File: config.mk
export PLATFORM = sky130hd
export DESIGN_NAME = ccc_top
export DESIGN_NICKNAME = d
export VERILOG_FILES = /design/src/inc/ccc_pkg.sv /design/src/inc/ccc_conv_if.sv /design/src/design/ccc_conv.sv /design/src/design/ccc_top.sv
export SDC_FILE = /design/constraint.sdc
export NUM_CORES = 1
export LEC_CHECK = 0
export ABC_AREA = 1
export BUFFER_PORTS_ARGS = -buffer_cell sky130_fd_sc_hd__buf_4
export CAP_MARGIN = 10
export CORE_ASPECT_RATIO = 2
export CORE_UTILIZATION = 39
export DETAILED_ROUTE_END_ITERATION = 10
export PLACE_DENSITY = 0.67
export SKIP_CTS_REPAIR_TIMING = 1
export SYNTH_ARGS = -nofsm -noshare
export SYNTH_HDL_FRONTEND = slang
export SYNTH_SLANG_ARGS = --single-unit
File: constraint.sdc
create_clock -name CLK -period 3.5 [get_ports CLK]
set_input_delay 0.175 -clock CLK [delete_from_list [all_inputs] [get_ports CLK]]
set_output_delay 0.175 -clock CLK [all_outputs]
set_load 0.1 [all_outputs]
File: src/inc/ccc_pkg.sv
// ---------------------------------------------------------------
// Calibration control constants
// ---------------------------------------------------------------
package ccc_pkg;
    // Converters served by the bank
    localparam int CCC_NCONV = 2;
    // Register indices, byte address is four times the index
    localparam logic [7:0] IDX_PAGE  = 8'h08;
    localparam logic [7:0] IDX_CTRL  = 8'h51;
    localparam logic [7:0] IDX_STAT  = 8'h52;
    localparam logic [7:0] IDX_FSC   = 8'h5A;
    localparam logic [7:0] IDX_TUNE  = 8'h61;
    localparam logic [7:0] IDX_CLKG  = 8'h81;
    localparam logic [7:0] IDX_OSC   = 8'h83;
    localparam logic [7:0] IDX_ISTAT = 8'hF0;
    localparam logic [7:0] IDX_IMASK = 8'hF1;
    // Field positions
    localparam int CTRL_RUN_EN_BIT = 7;
    localparam int CTRL_MODE_LSB   = 1;
    localparam int CTRL_GO_BIT     = 0;
    localparam int STAT_ACTIVE_BIT = 2;
    localparam int STAT_FAIL_BIT   = 1;
    localparam int STAT_DONE_BIT   = 0;
    localparam int TUNE_A_BIT      = 6;
    localparam int TUNE_B_BIT      = 5;
    localparam int TUNE_C_BIT      = 3;
    localparam int OSC_CTRL_BIT    = 7;
    // Values after reset
    localparam logic [7:0] CTRL_RST  = 8'h82;
    localparam logic [7:0] FSC_RST   = 8'h28;
    localparam logic [7:0] TUNE_RST  = 8'h60;
    localparam logic [7:0] CLKG_RST  = 8'h00;
    localparam logic [7:0] OSC_RST   = 8'h02;
    localparam logic [7:0] PAGE_RST  = 8'h03;
    localparam logic [7:0] IMASK_RST = 8'h00;
    // Ring oscillator divide ratios per select code
    localparam logic [5:0] OSC_DIV_00 = 6'h08;
    localparam logic [5:0] OSC_DIV_01 = 6'h10;
    localparam logic [5:0] OSC_DIV_10 = 6'h20;
    localparam logic [5:0] OSC_DIV_11 = 6'h20;
    // Gray coded run states, idle to run to done
    typedef enum logic [1:0] {
        CCC_IDLE = 2'h0,
        CCC_RUN  = 2'h1,
        CCC_DONE = 2'h3,
        CCC_FAIL = 2'h2
    } ccc_state_t;
endpackage : ccc_pkg

File: src/inc/ccc_conv_if.sv
`timescale 1ns/100ps
// ---------------------------------------------------------------
// Bank to per-converter channel
// ---------------------------------------------------------------
interface ccc_conv_if;
    logic [7:0] wdata;     // Bus write data, low byte
    logic       wr_ctrl;   // Write control copy
    logic       wr_fsc;    // Write full-scale copy
    logic       engine_en; // Engine out of reset
    logic       end_ok;    // Engine finished, one pulse
    logic       end_fail;  // Engine failed, one pulse
    logic [6:0] ctrl_q;    // Stored control bits
    logic [7:0] fsc_q;     // Stored full-scale code
    logic       active;    // Run in progress
    logic       done;      // Completion flag
    logic       fail;      // Failure flag
    logic       done_evt;  // Completion event pulse
    logic       fail_evt;  // Failure event pulse
    modport bank (output wdata, wr_ctrl, wr_fsc, engine_en,
                  end_ok, end_fail,
                  input  ctrl_q, fsc_q, active, done, fail,
                  done_evt, fail_evt);
    modport conv (input  wdata, wr_ctrl, wr_fsc, engine_en,
                  end_ok, end_fail,
                  output ctrl_q, fsc_q, active, done, fail,
                  done_evt, fail_evt);
endinterface : ccc_conv_if

File: src/design/ccc_conv.sv
`timescale 1ns/100ps
// ---------------------------------------------------------------
// Per-converter paged copy and run sequencer
// ---------------------------------------------------------------
module ccc_conv
    import ccc_pkg::*;
(
    input wire logic    clk,
    input wire logic    arst_n,
    ccc_conv_if.conv    ch
);
    ccc_state_t state;      // Run state
    ccc_state_t next_state; // Next run state
    logic       go;         // Launch request this cycle

    // launch on go, never in a disabling write
    assign go = ch.wr_ctrl & ch.wdata[CTRL_GO_BIT] & ch.engine_en
                & ch.wdata[CTRL_RUN_EN_BIT];

    // Control copy, go bit reads back as written
    always_ff @(posedge clk or negedge arst_n) begin
        if (!arst_n) begin
            ch.ctrl_q <= CTRL_RST[6:0];
        end else if (ch.wr_ctrl) begin
            ch.ctrl_q <= ch.wdata[6:0];
        end
    end

    always_ff @(posedge clk or negedge arst_n) begin
        if (!arst_n) begin
            ch.fsc_q <= FSC_RST;
        end else if (ch.wr_fsc) begin
            ch.fsc_q <= ch.wdata;
        end
    end

    // Next state, a second go while running is ignored
    always_comb begin
        next_state = state;
        case (state)
            CCC_IDLE, CCC_DONE, CCC_FAIL: begin
                if (go) begin
                    next_state = CCC_RUN;
                end
            end
            CCC_RUN: begin
                // Failure wins when both ends arrive together
                if (ch.end_fail) begin
                    next_state = CCC_FAIL;
                end else if (ch.end_ok) begin
                    next_state = CCC_DONE;
                end
            end
            default: next_state = CCC_IDLE;
        endcase
    end

    // engine held in reset clears the run
    always_ff @(posedge clk or negedge arst_n) begin
        if (!arst_n) begin
            state <= CCC_IDLE;
        end else if (!ch.engine_en) begin
            state <= CCC_IDLE;
        end else begin
            state <= next_state;
        end
    end

    assign ch.active   = (state == CCC_RUN);
    assign ch.done     = (state == CCC_DONE);
    assign ch.fail     = (state == CCC_FAIL);
    assign ch.done_evt = ch.active & ch.engine_en & ch.end_ok
                         & ~ch.end_fail;
    assign ch.fail_evt = ch.active & ch.engine_en & ch.end_fail;
endmodule : ccc_conv

File: src/design/ccc_top.sv
`timescale 1ns/100ps
// Operation
// - Bit 7 low holds engine in reset
// - Go bit launches run on page
// - Active flag reads one while running
// - Failure flag reads one after failure
// - Done flag reads one after finish
// - Mode, go, status, code are paged
// - Eight-bit full-scale code, reset 0x28
// - Divide select 00 by 8, 01 by 16
module ccc_top
    import ccc_pkg::*;
#(
    parameter int NCONV = CCC_NCONV, // Converter count
    parameter int AW    = 12         // Bus address width
)(
    input  wire logic                 CLK,
    input  wire logic                 ARST_N,
    // AHB-Lite slave
    input  wire logic                 HSEL,
    input  wire logic [AW-1:0]        HADDR,
    input  wire logic [1:0]           HTRANS,
    input  wire logic                 HWRITE,
    input  wire logic [2:0]           HSIZE,
    input  wire logic [31:0]          HWDATA,
    input  wire logic                 HREADY,
    output logic      [31:0]          HRDATA,
    output logic                      HREADYOUT,
    output logic                      HRESP,
    // Calibration engine
    output logic                      ENGINE_RESET_N,
    output logic      [NCONV-1:0]     CAL_RUN,
    input  wire logic [NCONV-1:0]     CAL_END_OK,
    input  wire logic [NCONV-1:0]     CAL_END_FAIL,
    output logic      [2*NCONV-1:0]   CAL_MODE,
    output logic      [8*NCONV-1:0]   FSC_CODE,
    output logic      [2:0]           CAL_TUNE,
    output logic      [NCONV-1:0]     CALCLK_OFF,
    // Ring oscillator
    output logic                      OSC_CTRL,
    output logic      [5:0]           OSC_DIV,
    // Interrupt
    output logic                      IRQ
);
    // -----------------------------------------------------------
    // Declarations
    // -----------------------------------------------------------
    logic             dp_wr;      // Write data phase pending
    logic             dp_rd;      // Read data phase pending
    logic             rd_done;    // Read data registered
    logic [7:0]       dp_idx;     // Register index of transfer
    logic             dp_map;     // Address in register window
    logic             ap_take;    // Address phase accepted
    logic             ap_map;     // Address decodes in window
    logic [7:0]       wb;         // Write data, low byte
    logic             run_en;     // Engine run enable
    logic [7:0]       page;       // Converter page select
    logic [7:0]       tune;       // Tuning register
    logic [7:0]       clkg;       // Clock gating register
    logic [7:0]       osc;        // Oscillator register
    logic [2*NCONV-1:0] istat;    // Sticky event bits
    logic [2*NCONV-1:0] imask;    // Interrupt mask
    logic [2*NCONV-1:0] ev_set;   // Events this cycle
    logic [2*NCONV-1:0] next_istat; // Next sticky bits
    logic [NCONV-1:0] ok_s1;      // Sync stage one
    logic [NCONV-1:0] ok_s2;      // Sync stage two
    logic [NCONV-1:0] ok_s3;      // Edge history
    logic [NCONV-1:0] fl_s1;      // Sync stage one
    logic [NCONV-1:0] fl_s2;      // Sync stage two
    logic [NCONV-1:0] fl_s3;      // Edge history
    logic [NCONV-1:0] c_active;   // Per converter active
    logic [NCONV-1:0] c_done;     // Per converter done
    logic [NCONV-1:0] c_fail;     // Per converter fail
    logic [7*NCONV-1:0] c_ctrl;   // Per converter control
    logic [8*NCONV-1:0] c_fsc;    // Per converter code
    logic [31:0]      next_rdata; // Read mux result
    logic             wr_go;      // Register write strobe

    // -----------------------------------------------------------
    // AHB-Lite slave
    // -----------------------------------------------------------

    // Transfer accepted on a non-idle, selected cycle
    assign ap_take = HSEL & HTRANS[1] & HREADY;

    // Only aligned words below the window top decode
    assign ap_map  = (HADDR[AW-1:10] == '0) & (HADDR[1:0] == 2'h0);

    // Reads stall one cycle so data comes from a flop
    // and never misses a write from the previous transfer
    assign HREADYOUT = ~(dp_rd & ~rd_done);

    // Response is always OKAY, unmapped reads give zero
    assign HRESP = 1'b0;

    // Data phase tracking
    always_ff @(posedge CLK or negedge ARST_N) begin
        if (!ARST_N) begin
            dp_wr  <= 1'b0;
            dp_rd  <= 1'b0;
            dp_idx <= 8'h00;
            dp_map <= 1'b0;
        end else if (HREADY) begin
            dp_wr  <= ap_take & HWRITE;
            dp_rd  <= ap_take & ~HWRITE;
            dp_idx <= HADDR[9:2];
            dp_map <= ap_map;
        end
    end

    // Wait state marker for reads
    always_ff @(posedge CLK or negedge ARST_N) begin
        if (!ARST_N) begin
            rd_done <= 1'b0;
        end else if (HREADY) begin
            rd_done <= 1'b0;
        end else begin
            rd_done <= dp_rd;
        end
    end

    // Write happens at the end of the data phase
    assign wr_go = dp_wr & dp_map;
    assign wb    = HWDATA[7:0];

    // -----------------------------------------------------------
    // Input synchronisers
    // -----------------------------------------------------------

    // Engine ends come from another domain
    always_ff @(posedge CLK or negedge ARST_N) begin
        if (!ARST_N) begin
            ok_s1 <= '0;
            ok_s2 <= '0;
            ok_s3 <= '0;
            fl_s1 <= '0;
            fl_s2 <= '0;
            fl_s3 <= '0;
        end else begin
            ok_s1 <= CAL_END_OK;
            ok_s2 <= ok_s1;
            ok_s3 <= ok_s2;
            fl_s1 <= CAL_END_FAIL;
            fl_s2 <= fl_s1;
            fl_s3 <= fl_s2;
        end
    end

    // -----------------------------------------------------------
    // Global registers
    // -----------------------------------------------------------

    always_ff @(posedge CLK or negedge ARST_N) begin
        if (!ARST_N) begin
            run_en <= CTRL_RST[CTRL_RUN_EN_BIT];
        end else if (wr_go && dp_idx == IDX_CTRL) begin
            run_en <= wb[CTRL_RUN_EN_BIT];
        end
    end

    always_ff @(posedge CLK or negedge ARST_N) begin
        if (!ARST_N) begin
            page <= PAGE_RST;
        end else if (wr_go && dp_idx == IDX_PAGE) begin
            page <= wb;
        end
    end

    // Tuning bits, reserved bits stored as written
    always_ff @(posedge CLK or negedge ARST_N) begin
        if (!ARST_N) begin
            tune <= TUNE_RST;
        end else if (wr_go && dp_idx == IDX_TUNE) begin
            tune <= wb;
        end
    end

    // Calibration clock gating per converter
    always_ff @(posedge CLK or negedge ARST_N) begin
        if (!ARST_N) begin
            clkg <= CLKG_RST;
        end else if (wr_go && dp_idx == IDX_CLKG) begin
            clkg <= wb;
        end
    end

    // Oscillator register, bits 6 to 2 read as zero
    always_ff @(posedge CLK or negedge ARST_N) begin
        if (!ARST_N) begin
            osc <= OSC_RST;
        end else if (wr_go && dp_idx == IDX_OSC) begin
            osc <= {wb[OSC_CTRL_BIT], 5'h00, wb[1:0]};
        end
    end

    always_ff @(posedge CLK or negedge ARST_N) begin
        if (!ARST_N) begin
            OSC_DIV <= OSC_DIV_10;
        end else begin
            case (osc[1:0])
                2'h0:    OSC_DIV <= OSC_DIV_00;
                2'h1:    OSC_DIV <= OSC_DIV_01;
                2'h2:    OSC_DIV <= OSC_DIV_10;
                default: OSC_DIV <= OSC_DIV_11;
            endcase
        end
    end

    // -----------------------------------------------------------
    // Per-converter copies
    // -----------------------------------------------------------
    generate
        for (genvar i = 0; i < NCONV; i++) begin : g_conv
            ccc_conv_if ch ();

            assign ch.wr_ctrl   = wr_go & (dp_idx == IDX_CTRL)
                                  & page[i];
            assign ch.wr_fsc    = wr_go & (dp_idx == IDX_FSC)
                                  & page[i];
            assign ch.wdata     = wb;
            assign ch.engine_en = run_en;
            // Rising edges of the synchronised ends
            assign ch.end_ok    = ok_s2[i] & ~ok_s3[i];
            assign ch.end_fail  = fl_s2[i] & ~fl_s3[i];

            // Gather state for read mux and outputs
            assign c_active[i]      = ch.active;
            assign c_done[i]        = ch.done;
            assign c_fail[i]        = ch.fail;
            assign c_ctrl[7*i +: 7] = ch.ctrl_q;
            assign c_fsc[8*i +: 8]  = ch.fsc_q;
            assign ev_set[i]        = ch.done_evt;
            assign ev_set[NCONV+i]  = ch.fail_evt;

            ccc_conv u_conv (
                .clk    (CLK),
                .arst_n (ARST_N),
                .ch     (ch)
            );
        end
    endgenerate

    // -----------------------------------------------------------
    // Interrupt status and mask
    // -----------------------------------------------------------

    // Write one clears, a new event wins over its clear
    always_comb begin
        next_istat = istat;
        if (wr_go && dp_idx == IDX_ISTAT) begin
            next_istat = istat & ~wb[2*NCONV-1:0];
        end
        next_istat = next_istat | ev_set;
    end

    // Sticky event bits
    always_ff @(posedge CLK or negedge ARST_N) begin
        if (!ARST_N) begin
            istat <= '0;
        end else begin
            istat <= next_istat;
        end
    end

    // Mask, one enables the event
    always_ff @(posedge CLK or negedge ARST_N) begin
        if (!ARST_N) begin
            imask <= IMASK_RST[2*NCONV-1:0];
        end else if (wr_go && dp_idx == IDX_IMASK) begin
            imask <= wb[2*NCONV-1:0];
        end
    end

    // Level interrupt from a flop
    always_ff @(posedge CLK or negedge ARST_N) begin
        if (!ARST_N) begin
            IRQ <= 1'b0;
        end else begin
            IRQ <= |(next_istat & imask);
        end
    end

    // -----------------------------------------------------------
    // Read data
    // -----------------------------------------------------------

    // Paged read, lowest selected copy answers
    function automatic int unsigned rd_sel(input logic [7:0] pg);
        int unsigned s;
        s = 0;
        for (int k = NCONV - 1; k >= 0; k--) begin
            if (pg[k]) begin
                s = k;
            end
        end
        return s;
    endfunction : rd_sel

    // Read mux, unmapped reads zero, tuning reserved bits read back as written
    always_comb begin
        int unsigned s;
        s = rd_sel(page);
        next_rdata = 32'h0000_0000;
        if (dp_map) begin
            case (dp_idx)
                IDX_PAGE:  next_rdata[7:0] = page;
                IDX_CTRL:  next_rdata[7:0] = {run_en,
                                              c_ctrl[7*s +: 7]};
                IDX_STAT: begin
                    next_rdata[STAT_ACTIVE_BIT] = c_active[s];
                    next_rdata[STAT_FAIL_BIT]   = c_fail[s];
                    next_rdata[STAT_DONE_BIT]   = c_done[s];
                end
                IDX_FSC:   next_rdata[7:0] = c_fsc[8*s +: 8];
                IDX_TUNE:  next_rdata[7:0] = tune;
                IDX_CLKG:  next_rdata[7:0] = clkg;
                IDX_OSC:   next_rdata[7:0] = osc;
                IDX_ISTAT: next_rdata[2*NCONV-1:0] = istat;
                IDX_IMASK: next_rdata[2*NCONV-1:0] = imask;
                default:   next_rdata = 32'h0000_0000;
            endcase
        end
    end

    // Capture during the read wait state
    always_ff @(posedge CLK or negedge ARST_N) begin
        if (!ARST_N) begin
            HRDATA <= 32'h0000_0000;
        end else if (dp_rd && !rd_done) begin
            HRDATA <= next_rdata;
        end
    end

    // -----------------------------------------------------------
    // Outputs to the analog side
    // -----------------------------------------------------------

    assign ENGINE_RESET_N = run_en;
    assign CAL_RUN        = c_active;
    assign FSC_CODE       = c_fsc;
    assign CAL_TUNE       = {tune[TUNE_A_BIT], tune[TUNE_B_BIT],
                             tune[TUNE_C_BIT]};
    // Gating is a plain request, software times it
    assign CALCLK_OFF     = clkg[NCONV-1:0];
    assign OSC_CTRL       = osc[OSC_CTRL_BIT];

    // Mode field per converter
    generate
        for (genvar j = 0; j < NCONV; j++) begin : g_mode
            assign CAL_MODE[2*j +: 2] =
                c_ctrl[7*j+CTRL_MODE_LSB +: 2];
        end
    endgenerate
endmodule : ccc_top

==> summary.txt <==
Result of the run = complete, no violations
Total iterations of the first detailed-routing run = 4
Fin Setup TNS = 0 ns
Height of the die = 164.0 um
Leading cell type by number of instances after synthesis = nand2_1
Proportion of power drawn by flip-flops and latches = 45.5%
Yosys cell types = 27
Type of element launching the critical path = flop
Synth-to-Final Area Change = 15.80%
Worst-Skew Late Latency = 0.35 ns
Layout Skew = 0.01030 ns
Number of violations reported at the end of detailed-routing iteration 0 = 307
Clock tree from TritonCTS = built
Overflow left after global routing = 0
Antenna diode count = 0
Total via count after detailed routing = 4195
Clock Sinks = 106
Hold EP = dp_rd
CP max stage cell = clkinv_1
Logic pwr share = 18.1%
Number of instances in the synthesized netlist = 622
Total length of routed met3 wires = 472 um
Startpoint of the lowest-slack hold path = HWRITE
Weighted congestion reported at the end of routability-driven placement = 0.8436
Post-synthesis async set-or-reset flop share = 100.0%
Internal portion of total power = 0.001961 W
Cell area power density = 486.9 nW/um^2
Port Buffer Count = 71
Relative slew margins = 50.70%
CP Data Required Time = 3.32 ns
CP max stage delay = 0.35 ns
NetSw = 0.0009233 W
Critical Path End Type = primary output
Total CTS buffers = 9
Time the final worst path needs with I/O delays and setup = 1.865 ns
Routed wire length on met2 = 6417 um
F_max = 536.2 MHz
Buffering stage count on the worst path with inverters included = 3
Routed Antenna Nets = 0
Highest metal used = met4
Clock-pin slew on the worst setup and hold paths = 0.07 ns
GR Util All Layers = 19.32%
Number of placement rows = 58
Layout net count = 742
Max-cap violations = 0
Commonest cells in the synthesized netlist = 224 x nand2_1, 93 x dfrtp_1, 68 x o21ai_0, 50 x nand3_1, 41 x buf_4
Post-synth EDFFs = 0
Largest vdd supply drop = 252.9 uV
Standard cell core area = 12700 um^2
R2R Path Start = dp_idx[1]
Drt via density = 5.000
Reg-to-reg setup timing slack = 1.68 ns
Family with the most delay on the worst path = buffers and inverters
Pleak = 3.159 nW
Area of the die = 13610 um^2
Share of the yosys chip area belonging to registers = 52.18%
Final hold violation count = 0
Clock tree buffer depth = 2
Mean routed wirelength per cell = 14.87 um
Worst flop-to-flop path endpoint = g_conv[0].u_conv.state[1]
Die outline width = 82.98 um
Crit Path Category = flop to primary output
Count of warnings emitted by yosys = 0
Initial antenna violation count = 0
Library cell with the largest summed area after synthesis = dfrtp_1
Multi-input combinational cell area = 2008 um^2
Worst-Margin Slew = 0.7396 ns
Maximum fanout count along the critical path = 10
Setup crit start = dp_rd
Setup repair after global routing missed its margin = no
Starting Density = 40.28%
Ratio of cells with drive above 1 in the final layout = 18.29%
Proportion of total power due to net switching = 32.02%
Maximum number of pins on one net before global-route repair = 58
Maximum level of the CTS H-tree = 3
Length in cells of the worst reg-to-reg path = 10
Routed metal-1 wirelength = 4921 um
First-pass GRT wire length = 20690 um
Design Power = 0.002884 W
Area fraction of the dominant cell type after synthesis = 45.50%
Leading register cell type out of synthesis = dfrtp_1
Proportion of power drawn by the clock network = 36.4%
WHS Path Cells = 2
Register bit count reported by yosys = 106
Area of the mapped netlist = 5115 um^2
Fillers = 1208
Area used by sequential logic in the layout = 2669 um^2
Num ports = 128
Detailed-route wire length = 12480 um
Arrival time at the worst endpoint = 1.69 ns
Number of non-filler instances in the completed layout = 839
Clock root cell = clkbuf_16
Total DRC errors in the routed layout = 0
Crit path cell chain = inv_1 > nor2_1 > clkinv_1 > buf_4
Syn avg cell area = 8.223 um^2
Number of placed instances, taps included = 818
Number of setup violations in the final report = 0
HP Class = input port to flop
Via count of the first global-routing pass = 4276
Max-slew violation count = 0
Top post-synthesis cells by area = dfrtp_1 45%, nand2_1 16%, dfstp_2 6.7%, o21ai_0 6.7%, buf_4 6.0%
Final worst-path cycle share = 53.28%
Post-Route Utilization = 46.64%
Estimated wirelength of the detail-placed design = 9353 um
[through the flow]
step / hold WS [ns] / area, um^2 / setup WS (ns)
after floorplan: -0.1206 / 5216 / 1.471
after CTS: -0.1063 / 5873 / 1.587
after detailed placement: 0.2734 / 5559 / 1.679
after global placement: 0.2618 / 5559 / 1.738
final: 0.03223 / 5923 / 1.635
after global routing: 0.03384 / 5923 / 1.448
[power by group through the flow]
| stage | logic [W] | clock network [W] | registers [W] |
|---|---|---|---|
| floorplan | 0.000420 | 0 | 0.00134 |
| global placement | 0.000511 | 0 | 0.00133 |
| detailed placement | 0.000521 | 0 | 0.00133 |
| CTS | 0.000522 | 0.00107 | 0.00131 |
| global route | 0.000572 | 0.00111 | 0.00132 |
| finish | 0.000521 | 0.00105 | 0.00131 |
[worst max-delay path by stage]
stage | endpoint | slack, ns | cells past startpoint
after floorplan | HRDATA[4] | 1.47 | 5
after global placement | g_conv[0].u_conv.state[1] | 1.74 | 10
after detailed placement | g_conv[0].u_conv.state[0] | 1.68 | 10
after CTS | HREADYOUT | 1.59 | 4
after global routing | HREADYOUT | 1.45 | 4
final | HREADYOUT | 1.64 | 4
[final cells by class]
cell class | count | share of cell area [%]
Timing Repair Buffer | 78 | 10.10
Clock buffer | 10 | 4.035
Sequential cell | 106 | 45.06
Inverter | 39 | 2.471
Tap cell | 150 | 3.169
Clock inverter | 6 | 1.267
Multi-Input combinational cell | 450 | 33.90
[worst register-to-register path, delay by kind of cell (launching register included)]
kind	cells	cell delay, ns
DFF	1	0.43
and+or+nand+nor	9	1.19
buffers and inverters	1	0.10
[metal layers]
| layer | up-vias | GRT usage [%] |
|---|---|---|
| met5 | - | 0 |
| met4 | 0 | 13.64 |
| met3 | 41 | 2.714 |
| met2 | 142 | 33.94 |
| met1 | 1961 | 21.33 |
| li1 | 2051 | - |
[state kept, by name (all words and copies together), names as in the netlist, 2 cells and up]
| signal | cells |
|---|---|
| ok_s1 | 2 |
| ok_s2 | 2 |
| HRDATA | 8 |
| g_conv.u_conv.state | 4 |
| istat | 4 |
| tune | 8 |
| fl_s3 | 2 |
| fl_s2 | 2 |
| fl_s1 | 2 |
| imask | 4 |
| osc | 3 |
| g_conv.u_conv.ch.ctrl_q | 14 |
| g_conv.u_conv.ch.fsc_q | 16 |
| OSC_DIV | 3 |
| page | 8 |
| clkg | 8 |
| dp_idx | 8 |
| ok_s3 | 2 |
[cells in the final DEF (no fill, tap or decap), drive strengths merged]
| cell type | netlist | routed |
|---|---|---|
| dfrtp | 93 | 93 |
| a21oi | 3 | 3 |
| o21ai | 82 | 82 |
| buf | 50 | 73 |
| dfstp | 13 | 13 |
| bufinv | 0 | 1 |
| inv | 38 | 39 |
| clkbuf | 4 | 10 |
| nor3 | 1 | 1 |
| nor4 | 1 | 1 |
| nand3 | 53 | 53 |
| clkinvlp | 0 | 1 |
| nand2 | 231 | 231 |
| nand4 | 8 | 8 |
| o22ai | 1 | 1 |
| nor2 | 42 | 42 |
| conb | 1 | 28 |
| clkinv | 1 | 4 |
| dlygate4sd3 | 0 | 5 |
[logic make-up (layout without fill, tap and decap cells)]
family	after synthesis	in the layout	synth area share, %
other	1	28	0.07332
AO/OA/AOI/OAI	86	86	8.439
AND/OR/NAND/NOR	336	336	28.77
flip-flops	106	106	52.18
buffers and inverters	93	133	10.54
Note: power is estimated with default switching activity, not from simulation.
